`src/logic/xyds_pkg.sv`:
```
// Package: constants, register map and types of the X/Y data space access block
package xyds_pkg;
	// ==========================================================
	// Address space
	localparam int ADDR_W = 16;
	localparam int DATA_W = 16;
	localparam int BANK_WORDS = 32;
	localparam int IDX_W = 5;
	localparam logic [15:0] WORK_REG0_ADDR = 16'h0000;
	localparam logic [15:0] X_BASE = 16'h0800;
	localparam logic [15:0] XY_BOUND = 16'h0840;
	localparam logic [15:0] Y_LIMIT = 16'h0880;
	// ==========================================================
	// APB register byte offsets
	localparam logic [7:0] OFF_WORK_REG0 = 8'h00;
	localparam logic [7:0] OFF_CTRL = 8'h10;
	localparam logic [7:0] OFF_XMOD_START = 8'h14;
	localparam logic [7:0] OFF_XMOD_END = 8'h18;
	localparam logic [7:0] OFF_YMOD_START = 8'h1c;
	localparam logic [7:0] OFF_YMOD_END = 8'h20;
	localparam logic [7:0] OFF_BREV_MOD = 8'h24;
	localparam logic [7:0] OFF_STATUS = 8'h28;
	localparam logic [7:0] OFF_BOUND = 8'h2c;
	// ==========================================================
	// Field positions
	localparam int CTRL_XMOD_EN = 0;
	localparam int CTRL_YMOD_EN = 1;
	localparam int CTRL_BREV_EN = 2;
	localparam int STAT_UNIMPL = 0;
	localparam int STAT_LAST_Y = 1;
	// ==========================================================
	// Reset values
	localparam logic [15:0] WORK_REG0_RST = 16'h0000;
	localparam logic [2:0] CTRL_RST = 3'h0;
	localparam logic [15:0] MOD_RST = 16'h0000;
	// ==========================================================
	// Dual operand operations
	typedef enum logic [7:0] {
		OP_ACC_CLEAR = 8'h01,
		OP_DISTANCE_SQUARE = 8'h02,
		OP_DISTANCE_ACCUMULATE = 8'h04,
		OP_MULTIPLY_ACCUMULATE = 8'h08,
		OP_ACC_PREFETCH_MOVE = 8'h10,
		OP_MULTIPLY = 8'h20,
		OP_MULTIPLY_NEGATE = 8'h40,
		OP_MULTIPLY_SUBTRACT = 8'h80
	} xyds_op_t;
endpackage : xyds_pkg

```
`src/logic/xyds_top.sv`:
```
// Top: X/Y data space banks, address generators, read/write routing and APB registers
//
// Notes on behaviour
// - Separate X and Y generators and paths
// - All instructions and modes reach X
// - X reads and writes use separate buses
// - Unified-range reads return on X bus
// - Dual operand X prefetch uses X bus
// - Dual operand ops read Y concurrently
// - Modulo wrap available in X and Y
// - Bit-reverse only for X writes
// - Writes decode against combined X+Y range
// - Boundary fixed, not software movable
// - Effective addresses are 16-bit byte addresses
// - Unimplemented addresses read as zero
//
// The APB interface to the registers was decided locally.
`timescale 1ns/1ps
module xyds_top (
	// Clock and reset
	input wire logic I_CLK,
	input wire logic I_RST,
	// APB slave
	input wire logic I_PSEL,
	input wire logic I_PENABLE,
	input wire logic I_PWRITE,
	input wire logic [7:0] I_PADDR,
	input wire logic [31:0] I_PWDATA,
	output logic [31:0] O_PRDATA,
	output logic O_PREADY,
	output logic O_PSLVERR,
	// Single operand X read (unified range)
	input wire logic I_X_RD_EN,
	input wire logic [xyds_pkg::ADDR_W-1:0] I_X_RD_PTR,
	input wire logic signed [2:0] I_X_RD_STEP,
	input wire logic I_X_RD_BYTE,
	// Dual operand read
	input wire logic I_DUAL_EN,
	input wire xyds_pkg::xyds_op_t I_DUAL_OP,
	input wire logic [xyds_pkg::ADDR_W-1:0] I_DUAL_X_PTR,
	input wire logic [xyds_pkg::ADDR_W-1:0] I_DUAL_Y_PTR,
	input wire logic signed [2:0] I_DUAL_STEP,
	// Write (unified range)
	input wire logic I_WR_EN,
	input wire logic [xyds_pkg::ADDR_W-1:0] I_WR_PTR,
	input wire logic [xyds_pkg::DATA_W-1:0] I_WR_DATA,
	input wire logic I_WR_BYTE,
	input wire logic signed [2:0] I_WR_STEP,
	input wire logic I_WR_BREV,
	// Read results and updated pointers
	output logic [xyds_pkg::DATA_W-1:0] O_X_RD_DATA,
	output logic O_X_RD_VALID,
	output logic [xyds_pkg::DATA_W-1:0] O_Y_RD_DATA,
	output logic O_Y_RD_VALID,
	output logic [xyds_pkg::ADDR_W-1:0] O_X_PTR_NEXT,
	output logic [xyds_pkg::ADDR_W-1:0] O_Y_PTR_NEXT,
	output logic [xyds_pkg::ADDR_W-1:0] O_WR_PTR_NEXT,
	output logic [xyds_pkg::DATA_W-1:0] O_WORK_REG0
);
	import xyds_pkg::*;

	// ==========================================================
	// Helpers
	function automatic logic in_x(input logic [15:0] ea);
		in_x = (ea >= X_BASE) && (ea < XY_BOUND);
	endfunction : in_x

	function automatic logic in_y(input logic [15:0] ea);
		in_y = (ea >= XY_BOUND) && (ea < Y_LIMIT);
	endfunction : in_y

	function automatic logic [IDX_W-1:0] x_idx(input logic [15:0] ea);
		logic [15:0] d;
		d = ea - X_BASE;
		x_idx = d[IDX_W:1];
	endfunction : x_idx

	function automatic logic [IDX_W-1:0] y_idx(input logic [15:0] ea);
		logic [15:0] d;
		d = ea - XY_BOUND;
		y_idx = d[IDX_W:1];
	endfunction : y_idx

	// Byte reads land in the low lane, upper lane zero
	function automatic logic [15:0] lane(input logic [15:0] w, input logic bsel,
			input logic a0);
		if (!bsel) begin
			lane = w;
		end else if (a0) begin
			lane = {8'h00, w[15:8]};
		end else begin
			lane = {8'h00, w[7:0]};
		end
	endfunction : lane

	// Post-modify with optional circular wrap on word pointers
	function automatic logic [15:0] addr_gen_next(input logic [15:0] p,
			input logic signed [2:0] s,
			input logic men, input logic [15:0] ms, input logic [15:0] me);
		logic [15:0] n;
		n = p + {{13{s[2]}}, s};
		if (men && !s[2] && (s != 3'sd0) && (p[15:1] == me[15:1])) begin
			n = ms;
		end else if (men && s[2] && (p[15:1] == ms[15:1])) begin
			n = me;
		end
		addr_gen_next = n;
	endfunction : addr_gen_next

	function automatic logic [14:0] rev15(input logic [14:0] v);
		logic [14:0] r;
		r = 15'h0000;
		for (int i = 0; i < 15; i++) begin
			r[i] = v[14 - i];
		end
		rev15 = r;
	endfunction : rev15

	// Reverse-carry add over the word index
	function automatic logic [15:0] brev_next(input logic [15:0] p, input logic [15:0] m);
		logic [14:0] r;
		r = rev15(rev15(p[15:1]) + rev15(m[15:1]));
		brev_next = {r, 1'b0};
	endfunction : brev_next

	function automatic logic is_dual(input xyds_op_t op);
		case (op)
			OP_ACC_CLEAR, OP_DISTANCE_SQUARE, OP_DISTANCE_ACCUMULATE,
			OP_MULTIPLY_ACCUMULATE, OP_ACC_PREFETCH_MOVE, OP_MULTIPLY,
			OP_MULTIPLY_NEGATE, OP_MULTIPLY_SUBTRACT: is_dual = 1'b1;
			default: is_dual = 1'b0;
		endcase
	endfunction : is_dual

	// ==========================================================
	// State
	logic [15:0] x_mem [0:BANK_WORDS-1];
	logic [15:0] y_mem [0:BANK_WORDS-1];
	logic [15:0] work_reg0_reg;
	logic [2:0] ctrl_reg;
	logic [15:0] xms_reg, xme_reg, yms_reg, yme_reg, brev_reg;
	logic unimpl_reg;
	logic last_y_reg;
	logic [31:0] prdata_reg;
	logic pready_reg;
	logic pslverr_reg;
	logic [15:0] x_data_reg, y_data_reg;
	logic x_valid_reg, y_valid_reg;
	logic [15:0] x_ptr_reg, y_ptr_reg, wr_ptr_reg;

	logic dual_go;
	logic apb_acc;
	logic apb_wr;
	logic [15:0] x_ea;
	logic [15:0] x_word;
	logic [15:0] y_word;
	logic x_unimpl;
	logic y_unimpl;
	logic [15:0] wr_word_addr;

	assign dual_go = I_DUAL_EN && is_dual(I_DUAL_OP);
	assign apb_acc = I_PSEL && I_PENABLE && !pready_reg;
	assign apb_wr = apb_acc && I_PWRITE;
	// Dual operand prefetch takes the X read bus over single reads
	assign x_ea = dual_go ? I_DUAL_X_PTR : I_X_RD_PTR;
	assign wr_word_addr = {I_WR_PTR[15:1], 1'b0};

	// ==========================================================
	// Read routing
	always_comb begin
		x_word = 16'h0000;
		x_unimpl = 1'b0;
		if (dual_go) begin
			if (in_x(x_ea)) begin
				x_word = x_mem[x_idx(x_ea)];
			end else begin
				x_unimpl = 1'b1;
			end
		end else if ({x_ea[15:1], 1'b0} == WORK_REG0_ADDR) begin
			x_word = work_reg0_reg;
		end else if (in_x(x_ea)) begin
			x_word = x_mem[x_idx(x_ea)];
		end else if (in_y(x_ea)) begin
			x_word = y_mem[y_idx(x_ea)];
		end else begin
			x_unimpl = 1'b1;
		end
	end

	always_comb begin
		y_word = 16'h0000;
		y_unimpl = 1'b0;
		if (in_y(I_DUAL_Y_PTR)) begin
			y_word = y_mem[y_idx(I_DUAL_Y_PTR)];
		end else begin
			y_unimpl = 1'b1;
		end
	end

	always_ff @(posedge I_CLK or posedge I_RST) begin
		if (I_RST) begin
			x_data_reg <= 16'h0000;
			x_valid_reg <= 1'b0;
			x_ptr_reg <= 16'h0000;
		end else begin
			x_valid_reg <= dual_go || I_X_RD_EN;
			if (dual_go) begin
				x_data_reg <= x_word;
				x_ptr_reg <= addr_gen_next(x_ea, I_DUAL_STEP, ctrl_reg[CTRL_XMOD_EN],
					xms_reg, xme_reg);
			end else if (I_X_RD_EN) begin
				x_data_reg <= lane(x_word, I_X_RD_BYTE, x_ea[0]);
				x_ptr_reg <= addr_gen_next(x_ea, I_X_RD_STEP, ctrl_reg[CTRL_XMOD_EN],
					xms_reg, xme_reg);
			end
		end
	end

	// Y pointer never sees bit-reverse: reads only
	always_ff @(posedge I_CLK or posedge I_RST) begin
		if (I_RST) begin
			y_data_reg <= 16'h0000;
			y_valid_reg <= 1'b0;
			y_ptr_reg <= 16'h0000;
		end else begin
			y_valid_reg <= dual_go;
			if (dual_go) begin
				y_data_reg <= y_word;
				y_ptr_reg <= addr_gen_next(I_DUAL_Y_PTR, I_DUAL_STEP, ctrl_reg[CTRL_YMOD_EN],
					yms_reg, yme_reg);
			end
		end
	end

	// ==========================================================
	// Write path: decoded against the combined range
	always_ff @(posedge I_CLK) begin
		if (I_WR_EN && in_x(I_WR_PTR)) begin
			if (!I_WR_BYTE || !I_WR_PTR[0]) begin
				x_mem[x_idx(I_WR_PTR)][7:0] <= I_WR_DATA[7:0];
			end
			if (!I_WR_BYTE || I_WR_PTR[0]) begin
				x_mem[x_idx(I_WR_PTR)][15:8] <= I_WR_BYTE ? I_WR_DATA[7:0] : I_WR_DATA[15:8];
			end
		end
		if (I_WR_EN && in_y(I_WR_PTR)) begin
			if (!I_WR_BYTE || !I_WR_PTR[0]) begin
				y_mem[y_idx(I_WR_PTR)][7:0] <= I_WR_DATA[7:0];
			end
			if (!I_WR_BYTE || I_WR_PTR[0]) begin
				y_mem[y_idx(I_WR_PTR)][15:8] <= I_WR_BYTE ? I_WR_DATA[7:0] : I_WR_DATA[15:8];
			end
		end
	end

	always_ff @(posedge I_CLK or posedge I_RST) begin
		if (I_RST) begin
			wr_ptr_reg <= 16'h0000;
			last_y_reg <= 1'b0;
		end else if (I_WR_EN) begin
			last_y_reg <= in_y(I_WR_PTR);
			if (I_WR_BREV && ctrl_reg[CTRL_BREV_EN] && in_x(I_WR_PTR)) begin
				wr_ptr_reg <= brev_next(I_WR_PTR, brev_reg);
			end else begin
				wr_ptr_reg <= addr_gen_next(I_WR_PTR, I_WR_STEP, ctrl_reg[CTRL_XMOD_EN],
					xms_reg, xme_reg);
			end
		end
	end

	// Core write to the first working register wins over a same-cycle APB write
	always_ff @(posedge I_CLK or posedge I_RST) begin
		if (I_RST) begin
			work_reg0_reg <= WORK_REG0_RST;
		end else if (I_WR_EN && (wr_word_addr == WORK_REG0_ADDR)) begin
			if (!I_WR_BYTE || !I_WR_PTR[0]) begin
				work_reg0_reg[7:0] <= I_WR_DATA[7:0];
			end
			if (!I_WR_BYTE || I_WR_PTR[0]) begin
				work_reg0_reg[15:8] <= I_WR_BYTE ? I_WR_DATA[7:0] : I_WR_DATA[15:8];
			end
		end else if (apb_wr && (I_PADDR == OFF_WORK_REG0)) begin
			work_reg0_reg <= I_PWDATA[15:0];
		end
	end

	// ==========================================================
	// APB registers
	always_ff @(posedge I_CLK or posedge I_RST) begin
		if (I_RST) begin
			ctrl_reg <= CTRL_RST;
			xms_reg <= MOD_RST;
			xme_reg <= MOD_RST;
			yms_reg <= MOD_RST;
			yme_reg <= MOD_RST;
			brev_reg <= MOD_RST;
		end else if (apb_wr) begin
			case (I_PADDR)
				OFF_CTRL: ctrl_reg <= I_PWDATA[2:0];
				OFF_XMOD_START: xms_reg <= I_PWDATA[15:0];
				OFF_XMOD_END: xme_reg <= I_PWDATA[15:0];
				OFF_YMOD_START: yms_reg <= I_PWDATA[15:0];
				OFF_YMOD_END: yme_reg <= I_PWDATA[15:0];
				OFF_BREV_MOD: brev_reg <= I_PWDATA[15:0];
				default: ctrl_reg <= ctrl_reg;
			endcase
		end
	end

	// Sticky zero-read flag; a new event beats a write-one-to-clear
	always_ff @(posedge I_CLK or posedge I_RST) begin
		if (I_RST) begin
			unimpl_reg <= 1'b0;
		end else if ((dual_go && (x_unimpl || y_unimpl)) || (I_X_RD_EN && x_unimpl)) begin
			unimpl_reg <= 1'b1;
		end else if (apb_wr && (I_PADDR == OFF_STATUS) && I_PWDATA[STAT_UNIMPL]) begin
			unimpl_reg <= 1'b0;
		end
	end

	// One wait state; boundary register is read-only
	always_ff @(posedge I_CLK or posedge I_RST) begin
		if (I_RST) begin
			pready_reg <= 1'b0;
			prdata_reg <= 32'h00000000;
			pslverr_reg <= 1'b0;
		end else begin
			pready_reg <= apb_acc;
			pslverr_reg <= 1'b0;
			prdata_reg <= 32'h00000000;
			if (apb_acc) begin
				case (I_PADDR)
					OFF_WORK_REG0: prdata_reg <= {16'h0000, work_reg0_reg};
					OFF_CTRL: prdata_reg <= {29'h00000000, ctrl_reg};
					OFF_XMOD_START: prdata_reg <= {16'h0000, xms_reg};
					OFF_XMOD_END: prdata_reg <= {16'h0000, xme_reg};
					OFF_YMOD_START: prdata_reg <= {16'h0000, yms_reg};
					OFF_YMOD_END: prdata_reg <= {16'h0000, yme_reg};
					OFF_BREV_MOD: prdata_reg <= {16'h0000, brev_reg};
					OFF_STATUS: prdata_reg <= {30'h00000000, last_y_reg, unimpl_reg};
					OFF_BOUND: prdata_reg <= {16'h0000, XY_BOUND};
					default: pslverr_reg <= 1'b1;
				endcase
			end
		end
	end

	assign O_PRDATA = prdata_reg;
	assign O_PREADY = pready_reg;
	assign O_PSLVERR = pslverr_reg;
	assign O_X_RD_DATA = x_data_reg;
	assign O_X_RD_VALID = x_valid_reg;
	assign O_Y_RD_DATA = y_data_reg;
	assign O_Y_RD_VALID = y_valid_reg;
	assign O_X_PTR_NEXT = x_ptr_reg;
	assign O_Y_PTR_NEXT = y_ptr_reg;
	assign O_WR_PTR_NEXT = wr_ptr_reg;
	assign O_WORK_REG0 = work_reg0_reg;

	// ==========================================================
	// Assertions
	a_dual_both_paths: assert property (@(posedge I_CLK) disable iff (I_RST)
		dual_go |=> (O_X_RD_VALID && O_Y_RD_VALID))
		else $error("dual read did not use both paths");
	a_wreg_core_write: assert property (@(posedge I_CLK) disable iff (I_RST)
		(I_WR_EN && !I_WR_BYTE && (I_WR_PTR == WORK_REG0_ADDR))
		|=> (O_WORK_REG0 == $past(I_WR_DATA)))
		else $error("working register write lost");
	a_rd_wr_separate: assert property (@(posedge I_CLK) disable iff (I_RST)
		(I_WR_EN && I_X_RD_EN && !dual_go) |=> O_X_RD_VALID)
		else $error("read blocked by write");
	a_unified_outside_zero: assert property (@(posedge I_CLK) disable iff (I_RST)
		(I_X_RD_EN && !dual_go && (I_X_RD_PTR >= Y_LIMIT)) |=> (O_X_RD_DATA == 16'h0000))
		else $error("unimplemented read not zero");
	a_y_only_dual: assert property (@(posedge I_CLK) disable iff (I_RST)
		O_Y_RD_VALID |-> $past(I_DUAL_EN && is_dual(I_DUAL_OP)))
		else $error("Y read without dual operand op");
	a_xmod_wrap: assert property (@(posedge I_CLK) disable iff (I_RST)
		(dual_go && ctrl_reg[CTRL_XMOD_EN] && (I_DUAL_STEP == 3'sd2)
			&& (I_DUAL_X_PTR[15:1] == xme_reg[15:1]))
		|=> (O_X_PTR_NEXT == $past(xms_reg)))
		else $error("X modulo wrap missing");
	a_y_no_brev: assert property (@(posedge I_CLK) disable iff (I_RST)
		(dual_go && !ctrl_reg[CTRL_YMOD_EN])
		|=> (O_Y_PTR_NEXT == $past(I_DUAL_Y_PTR) + {{13{$past(I_DUAL_STEP[2])}},
			$past(I_DUAL_STEP)}))
		else $error("Y pointer not linear");
	a_wr_y_decode: assert property (@(posedge I_CLK) disable iff (I_RST)
		(I_WR_EN && (I_WR_PTR >= XY_BOUND) && (I_WR_PTR < Y_LIMIT)) |=> last_y_reg)
		else $error("Y write not decoded");
	a_bound_read: assert property (@(posedge I_CLK) disable iff (I_RST)
		(apb_acc && !I_PWRITE && (I_PADDR == OFF_BOUND))
		|=> (O_PREADY && (O_PRDATA[15:0] == XY_BOUND)))
		else $error("boundary read wrong");
	a_apb_one_wait: assert property (@(posedge I_CLK) disable iff (I_RST)
		(I_PSEL && I_PENABLE && !O_PREADY) |=> O_PREADY)
		else $error("APB answer late");
endmodule : xyds_top

```
`config.mk`:
```
export PLATFORM = sky130hd
export DESIGN_NAME = xyds_top
export DESIGN_NICKNAME = d
export VERILOG_FILES = /design/src/logic/xyds_pkg.sv /design/src/logic/xyds_top.sv
export SDC_FILE = /design/constraint.sdc
export NUM_CORES = 2
export LEC_CHECK = 0
export BUFFER_PORTS_ARGS = -buffer_cell sky130_fd_sc_hd__buf_2
export CAP_MARGIN = 5
export CORE_ASPECT_RATIO = 1.1
export CORE_MARGIN = 3
export CORE_UTILIZATION = 52
export CTS_CLUSTER_DIAMETER = 80
export DETAILED_ROUTE_END_ITERATION = 8
export HOLD_SLACK_MARGIN = 0.12
export PLACE_DENSITY_LB_ADDON = 0.25
export REMOVE_ABC_BUFFERS = 1
export SLEW_MARGIN = 25
export SYNTH_ARGS = -nofsm -noshare
export SYNTH_HDL_FRONTEND = slang
export SYNTH_SLANG_ARGS = --single-unit
```
`constraint.sdc`:
```
create_clock -name I_CLK -period 16.26 [get_ports I_CLK]
set_input_delay 4.065 -clock I_CLK [delete_from_list [all_inputs] [get_ports I_CLK]]
set_output_delay 4.065 -clock I_CLK [all_outputs]
set_load 0.005 [all_outputs]
```
# Yosys cells after proc, flatten, opt, wreduce, memory -nomap -nowiden
# Memory sizes are Yosys's and may differ from the RTL's.
# Index checks and enable logic that the tools add are counted.
# totals
n_memories,2
register_bits,217
ram_bits,1024
elab_cells,185
out_inout_bits,132
# classes
eq_ne,24
mux,50
magnitude_cmp,10
n_reduce_logical,69
addsub,10
# memory_table
name,words,width,read_ports,rd_clocked_by_memory_dff,wr,line_no,text
x_mem,32,16,1,0,1,xyds_top.sv:137,logic [15:0] x_mem [0:BANK_WORDS-1];
y_mem,32,16,2,0,1,xyds_top.sv:138,logic [15:0] y_mem [0:BANK_WORDS-1];
# ops
cell,count
16-bit two-way mux,24
16-bit case mux with 9 select lines,1
15-bit == test,6
16-bit by 12-bit greater-or-equal comparator with 1-bit output (second input constant),5
16-bit by 12-bit less-than comparator with 1-bit output (second input constant),5
16-bit adder,4
8-bit by 5-bit == test with 1-bit output (second input constant),5
8-bit by 6-bit == test with 1-bit output (second input constant),5
1-bit logical AND,39
8-bit two-way mux,4
6-bit by 1-bit subtractor with 6-bit output (second input constant),5
1-bit two-way mux,21
16-bit zero test,1
2-bit AND reduction,8
15-bit adder,1
15-bit zero test,1
3-bit nonzero test,3
9-bit OR reduction,1
8-bit by 1-bit == test with 1-bit output (second input constant),1
8-bit by 2-bit == test with 1-bit output (second input constant),1
8-bit by 3-bit == test with 1-bit output (second input constant),1
8-bit by 4-bit == test with 1-bit output (second input constant),1
8-bit by 7-bit == test with 1-bit output (second input constant),1
8-bit == test (second input constant),1
6 further kinds,18

# Depth between registers and ports, before layout
# logic_depth
depth_word,15
depth_mapped,24
mapped_depth_nobuf,18

# Least setup slack after synthesis
# Ideal clock, no wire load.
# synth_path
path_type,input-to-reg
from,input I_DUAL_OP[3]
to,"register x_ptr_reg[15], in the netlist O_X_PTR_NEXT[15]"
path_stages,24
setup_slack_ns,7.692
n_path_buf,6
required_ns,16.166
t_arrival_ns,8.474
setup_ns,0.094
cell_sequence,or4b_1 > o22ai_2 > o211ai_2 > buf_6 > nand3_4 > nand2_2 > buf_6 > inv_4 > buf_6 > buf_2 > buf_2 > buf_2 > ha_1 > a21o_1 > a21oi_1 > o21ai_0 > a311oi_1 > a21oi_1 > a211o_1 > a21oi_1 > xnor2_1 > a22o_1 > o21a_1 > a211oi_1
# synth_via
elab_chain_len,11
elab_cells_between_ends,27
cone_classes,add/sub: 2; eq/ne: 10; mux: 8; reduce/logical: 7
# synth_lines
element,line_no,text
start: declaration,xyds_top.sv:39,"input wire xyds_pkg::xyds_op_t I_DUAL_OP,"
8-bit by 1-bit == test with 1-bit output (tied with other cells),xyds_top.sv:127,case (op)
8-bit OR reduction *,xyds_top.sv:127,
1-bit two-way mux *,xyds_top.sv:127,
1-bit logical AND *,xyds_top.sv:161,assign dual_go = I_DUAL_EN && is_dual(I_DUAL_OP);
branches (longest 7 deep; another with 16-bit adder),-,
end signal: assignment,xyds_top.sv:209,"x_ptr_reg <= addr_gen_next(x_ea, I_DUAL_STEP, ctrl_reg[CTRL_XMOD_EN],"
end signal: assignment,xyds_top.sv:213,"x_ptr_reg <= addr_gen_next(x_ea, I_X_RD_STEP, ctrl_reg[CTRL_XMOD_EN],"
end: declaration,xyds_top.sv:149,"logic [15:0] x_ptr_reg, y_ptr_reg, wr_ptr_reg;"
# Mark *: on every way between the ends. The select of a mux whose other input is x is not followed.
# A chain may end at the register's enable or synchronous reset.

# Worst setup path after layout
# layout_path
from,input I_DUAL_OP[1]
to,"register x_data_reg[2], in the netlist O_X_RD_DATA[2]"
# layout_via
elab_chain_len,15
elab_cells_between_ends,33
cone_classes,add/sub: 2; order compare: 4; eq/ne: 8; mux: 11; reduce/logical: 6; memory: 2
# layout_lines
element,line_no,text
8-bit by 1-bit == test with 1-bit output (tied with other cells),xyds_top.sv:127,
8-bit OR reduction *,xyds_top.sv:127,
1-bit two-way mux *,xyds_top.sv:127,
1-bit logical AND *,xyds_top.sv:161,
16-bit two-way mux,xyds_top.sv:165,assign x_ea = dual_go ? I_DUAL_X_PTR : I_X_RD_PTR;
6-bit by 1-bit subtractor with 6-bit output (tied with other cells),"xyds_top.sv:74, xyds_top.sv:80",
memory 32 x 16 bit / 1-bit logical AND (equally long branches),-,
16-bit two-way mux,xyds_top.sv:183,end else if (in_y(x_ea)) begin
16-bit two-way mux,xyds_top.sv:181,end else if (in_x(x_ea)) begin
16-bit two-way mux,xyds_top.sv:179,"end else if ({x_ea[15:1], 1'b0} == WORK_REG0_ADDR) begin"
16-bit two-way mux,xyds_top.sv:173,if (dual_go) begin
8-bit two-way mux,xyds_top.sv:89,end else if (a0) begin
16-bit two-way mux,xyds_top.sv:87,if (!bsel) begin
16-bit two-way mux,xyds_top.sv:211,end else if (I_X_RD_EN) begin
16-bit two-way mux,xyds_top.sv:207,if (dual_go) begin
end signal: assignment,xyds_top.sv:208,x_data_reg <= x_word;
end signal: assignment,xyds_top.sv:212,"x_data_reg <= lane(x_word, I_X_RD_BYTE, x_ea[0]);"
end: declaration,xyds_top.sv:147,"logic [15:0] x_data_reg, y_data_reg;"
# Mark *: on every way between the ends. The rest lies on a longest branch, timed or not. The select of a mux whose other input is x is not followed.

==> impl_metrics.json <==
{
  "rr_worst_depth": 9,
  "power_density_nw_per_um2": 107,
  "clock_skew_ps": 26.1,
  "outcome": "completed",
  "finalSetupViolCount": 0,
  "post_cts_resized": 0,
  "fillers": 8898,
  "wl_um": 210000,
  "ys_seq_elements": 1225,
  "yosysWarningCount": 0,
  "clk_latency_ps": 750,
  "p_leak_nw": 23.9,
  "reg_top3": "x_mem x512, y_mem x512",
  "min_from": "O_PREADY",
  "worstPathMaxFanout": 104,
  "seqPwrFrac_pct": 48.6,
  "rsz0062_at_grt": "no",
  "vias": 44200,
  "worst_pin_slew_ps": 1160,
  "synth.area.top_cells": "edfxtp_1, dfrtp_1, mux4_2",
  "numPortBuffers": 247,
  "r2r_start": "xms_reg[2]",
  "gp_congestion": 0.980,
  "synth_edf_count": 1024,
  "synth_area_per_cell_um2": 13.3,
  "hold_end": "O_PSLVERR",
  "fin_area_um2": 66900,
  "yosysTopAreaCellShare_pct": 51.3,
  "worstPathArrival_ps": 9940,
  "die_h_um": 362,
  "placed_area_um2": 62700,
  "drcViolationCount": 0,
  "die_area_um2": 119000,
  "synth.largest_area_cell": "edfxtp_1",
  "maxSlewHeadroom_pct": 22.6,
  "die_w_um": 330,
  "synth-seq-area-share_pct": 59.7,
  "first_global_vias": 42200,
  "start_util_pct": 52.8,
  "ant_nets": 0,
  "grt_max_degree": 142,
  "area_delta_synth_final_pct": 11.7,
  "fmax_ghz": 0.108,
  "boundaryPins": 280,
  "finalHoldViolCount": 0,
  "drive_above_1_share_pct": 19.8,
  "coreArea_um2": 113000,
  "synth_flop_cell": "edfxtp_1",
  "first_pass_iters": 9,
  "grt_pass1_wl_um": 298000,
  "drt-initial-drc-count": 6833,
  "syn_inst": 4510,
  "period_needed_ps": 9270,
  "h-tree-depth": 4,
  "drv_slew": 0,
  "gr-usage-all-layers_pct": 34.8,
  "rows": 129,
  "clockPowerShare_pct": 40.9,
  "path_class": "in -> reg",
  "wl_per_cell_um": 33.3,
  "p_switching_mw": 1.77,
  "p_int_mw": 5.40,
  "ir_drop_mv": 0.0967,
  "hpwlAfterDp_um": 140000,
  "clockBufferDepth": 3,
  "switching_share_pct": 24.7,
  "hold_depth": 1,
  "cp.required_ps": 16930,
  "yosys.cell_types.count": 108,
  "gr-total-overflow": 0,
  "cp-end-kind": "flop",
  "synth_commonest_cells": "edfxtp_1, nand2_1, nor2_1",
  "report.power.total_mw": 7.16,
  "antenna_found_initial": 13,
  "netlist_area_um2": 59900,
  "via_per_inst": 7.00,
  "async_flop_share_pct": 16.4,
  "maxCapViolCount": 0,
  "comb_power_share_pct": 10.4,
  "cts_tree": "built",
  "final_nets": 4929,
  "ctsHoldBuffers": 0,
  "synth_most_common_cell": "edfxtp_1",
  "timing.final.crit_share_pct": 57.0,
  "postCtsSetupRepairBufs": 0,
  "min_path_type": "reg -> reg",
  "cts_buffers": 130,
  "cts-root-buf": "clkbuf_16",
  "final.setup.tns_ps": 0,
  "rrSetupSlack_ps": 12850,
  "timing.rr.end": "O_X_PTR_NEXT[2]",
  "clkSinkCount": 1225,
  "clk_pin_slew_ps": 60,
  "critPathLaunchType": "input port"
}
[power by group through the flow]
| stage | registers [mW] | clock network (mW) | logic, mW |
|---|---|---|---|
| final | 3.48 | 2.93 | 0.748 |
| after floorplan | 3.54 | 0 | 0.407 |
| after detailed placement | 3.55 | 0 | 0.728 |
| after CTS | 3.48 | 2.94 | 0.732 |
| after global routing | 3.48 | 3.07 | 0.793 |
| after global placement | 3.55 | 0 | 0.718 |
[cells in the final DEF (no fill, tap or decap), types with 16 or more instances in the layout]
cell type,netlist,routed
o21ai_0,155,155
a32oi_1,21,21
mux4_2,217,217
dfrtp_1,201,201
buf_2,68,245
nor2_1,260,234
a22o_1,17,17
inv_1,59,58
o31ai_1,19,17
a31oi_1,58,57
nand2_1,493,492
clkinv_2,0,17
and2_1,20,19
nand3_1,117,117
o221ai_1,20,20
a21oi_1,185,184
o211ai_1,22,22
buf_4,41,116
nand4_1,26,26
a21o_1,24,24
conb_1,1,16
edfxtp_1,1024,1024
nor2_2,1,26
o22ai_1,71,71
xnor2_1,74,74
a2111oi_0,19,19
clkbuf_16,0,139
a211oi_1,72,71
ha_1,74,74
clkbuf_1,175,31
nor4_1,40,37
a22oi_1,48,47
mux2_2,103,103
mux2i_1,192,191
nor3_1,69,68
a311oi_1,42,42
a222oi_1,19,19
and3_1,91,91
or3_1,18,18
xor2_1,55,55
[per-layer routing]
layer	share of wire [%]	global-route usage (%)
met4	7.0	21.0
met3	13	9.46
met1	35	44.1
met5	0.052	0.443
met2	45	53.7
[how the worst max path moves through the flow]
stage | startpoint | end | slack (ps)
6_report | I_DUAL_OP[1] | O_X_RD_DATA[2] | 6990
5_1_grt | I_DUAL_OP[1] | O_X_RD_DATA[2] | 6700
4_1_cts | I_DUAL_OP[1] | O_X_RD_DATA[2] | 7070
3_5_place_dp | I_DUAL_OP[1] | O_X_RD_DATA[2] | 6310
3_3_place_gp | I_DUAL_OP[1] | O_X_RD_DATA[2] | 6280
2_1_floorplan | I_DUAL_OP[2] | O_X_PTR_NEXT[14] | -310
[cell type report]
type / count / area (µm²) / area share (%)
clock inverter: 53 / 469 / 0.702
tap: 1506 / 1880 / 2.82
multi-input combinational: 2911 / 22600 / 33.8
clock buffer: 174 / 3650 / 5.46
antenna: 6 / 15.0 / 0.0224
timing repair buffer: 368 / 2190 / 3.28
sequential: 1225 / 35800 / 53.5
inverter: 66 / 273 / 0.408
[kinds of logic after synthesis]
family                     share of synthesized area [%]
adders and majority gates                           1.71
other                                            0.00626
xor gates and xnor gates                            1.89
DFF                                                 59.7
AOI/OAI and AO/OA                                   10.8
muxes                                               13.3
buffers and inverters                               2.97
and+or+nand+nor                                     9.55
[metrics by stage]
stage | utilization [%] | worst slack, ps | instances | hold slack (ps)
after floorplan | - | -307 | 4202 | 449
after global placement | 55.2 | 6280 | 6073 | 446
after detailed placement | 55.2 | 6310 | 6073 | 458
after CTS | 58.9 | 7070 | 6300 | 466
after global routing | 58.9 | 6700 | 6304 | 488
final | 58.9 | 6990 | 6309 | 463
[critical path, cell delays in order]
cell       delay (ps)
buf_2             110
or2_1             270
nor4_1            460
o31ai_4           130
buf_4             290
nand3_4           190
nand2_8           280
inv_8             710
buf_4             720
buf_4             720
nand2_1           150
a311oi_1          290
a311oi_1           90
a2111oi_0         900
nor4bb_1          140
o21ai_0           180
No activity file was read; power rests on OpenSTA's default activity.
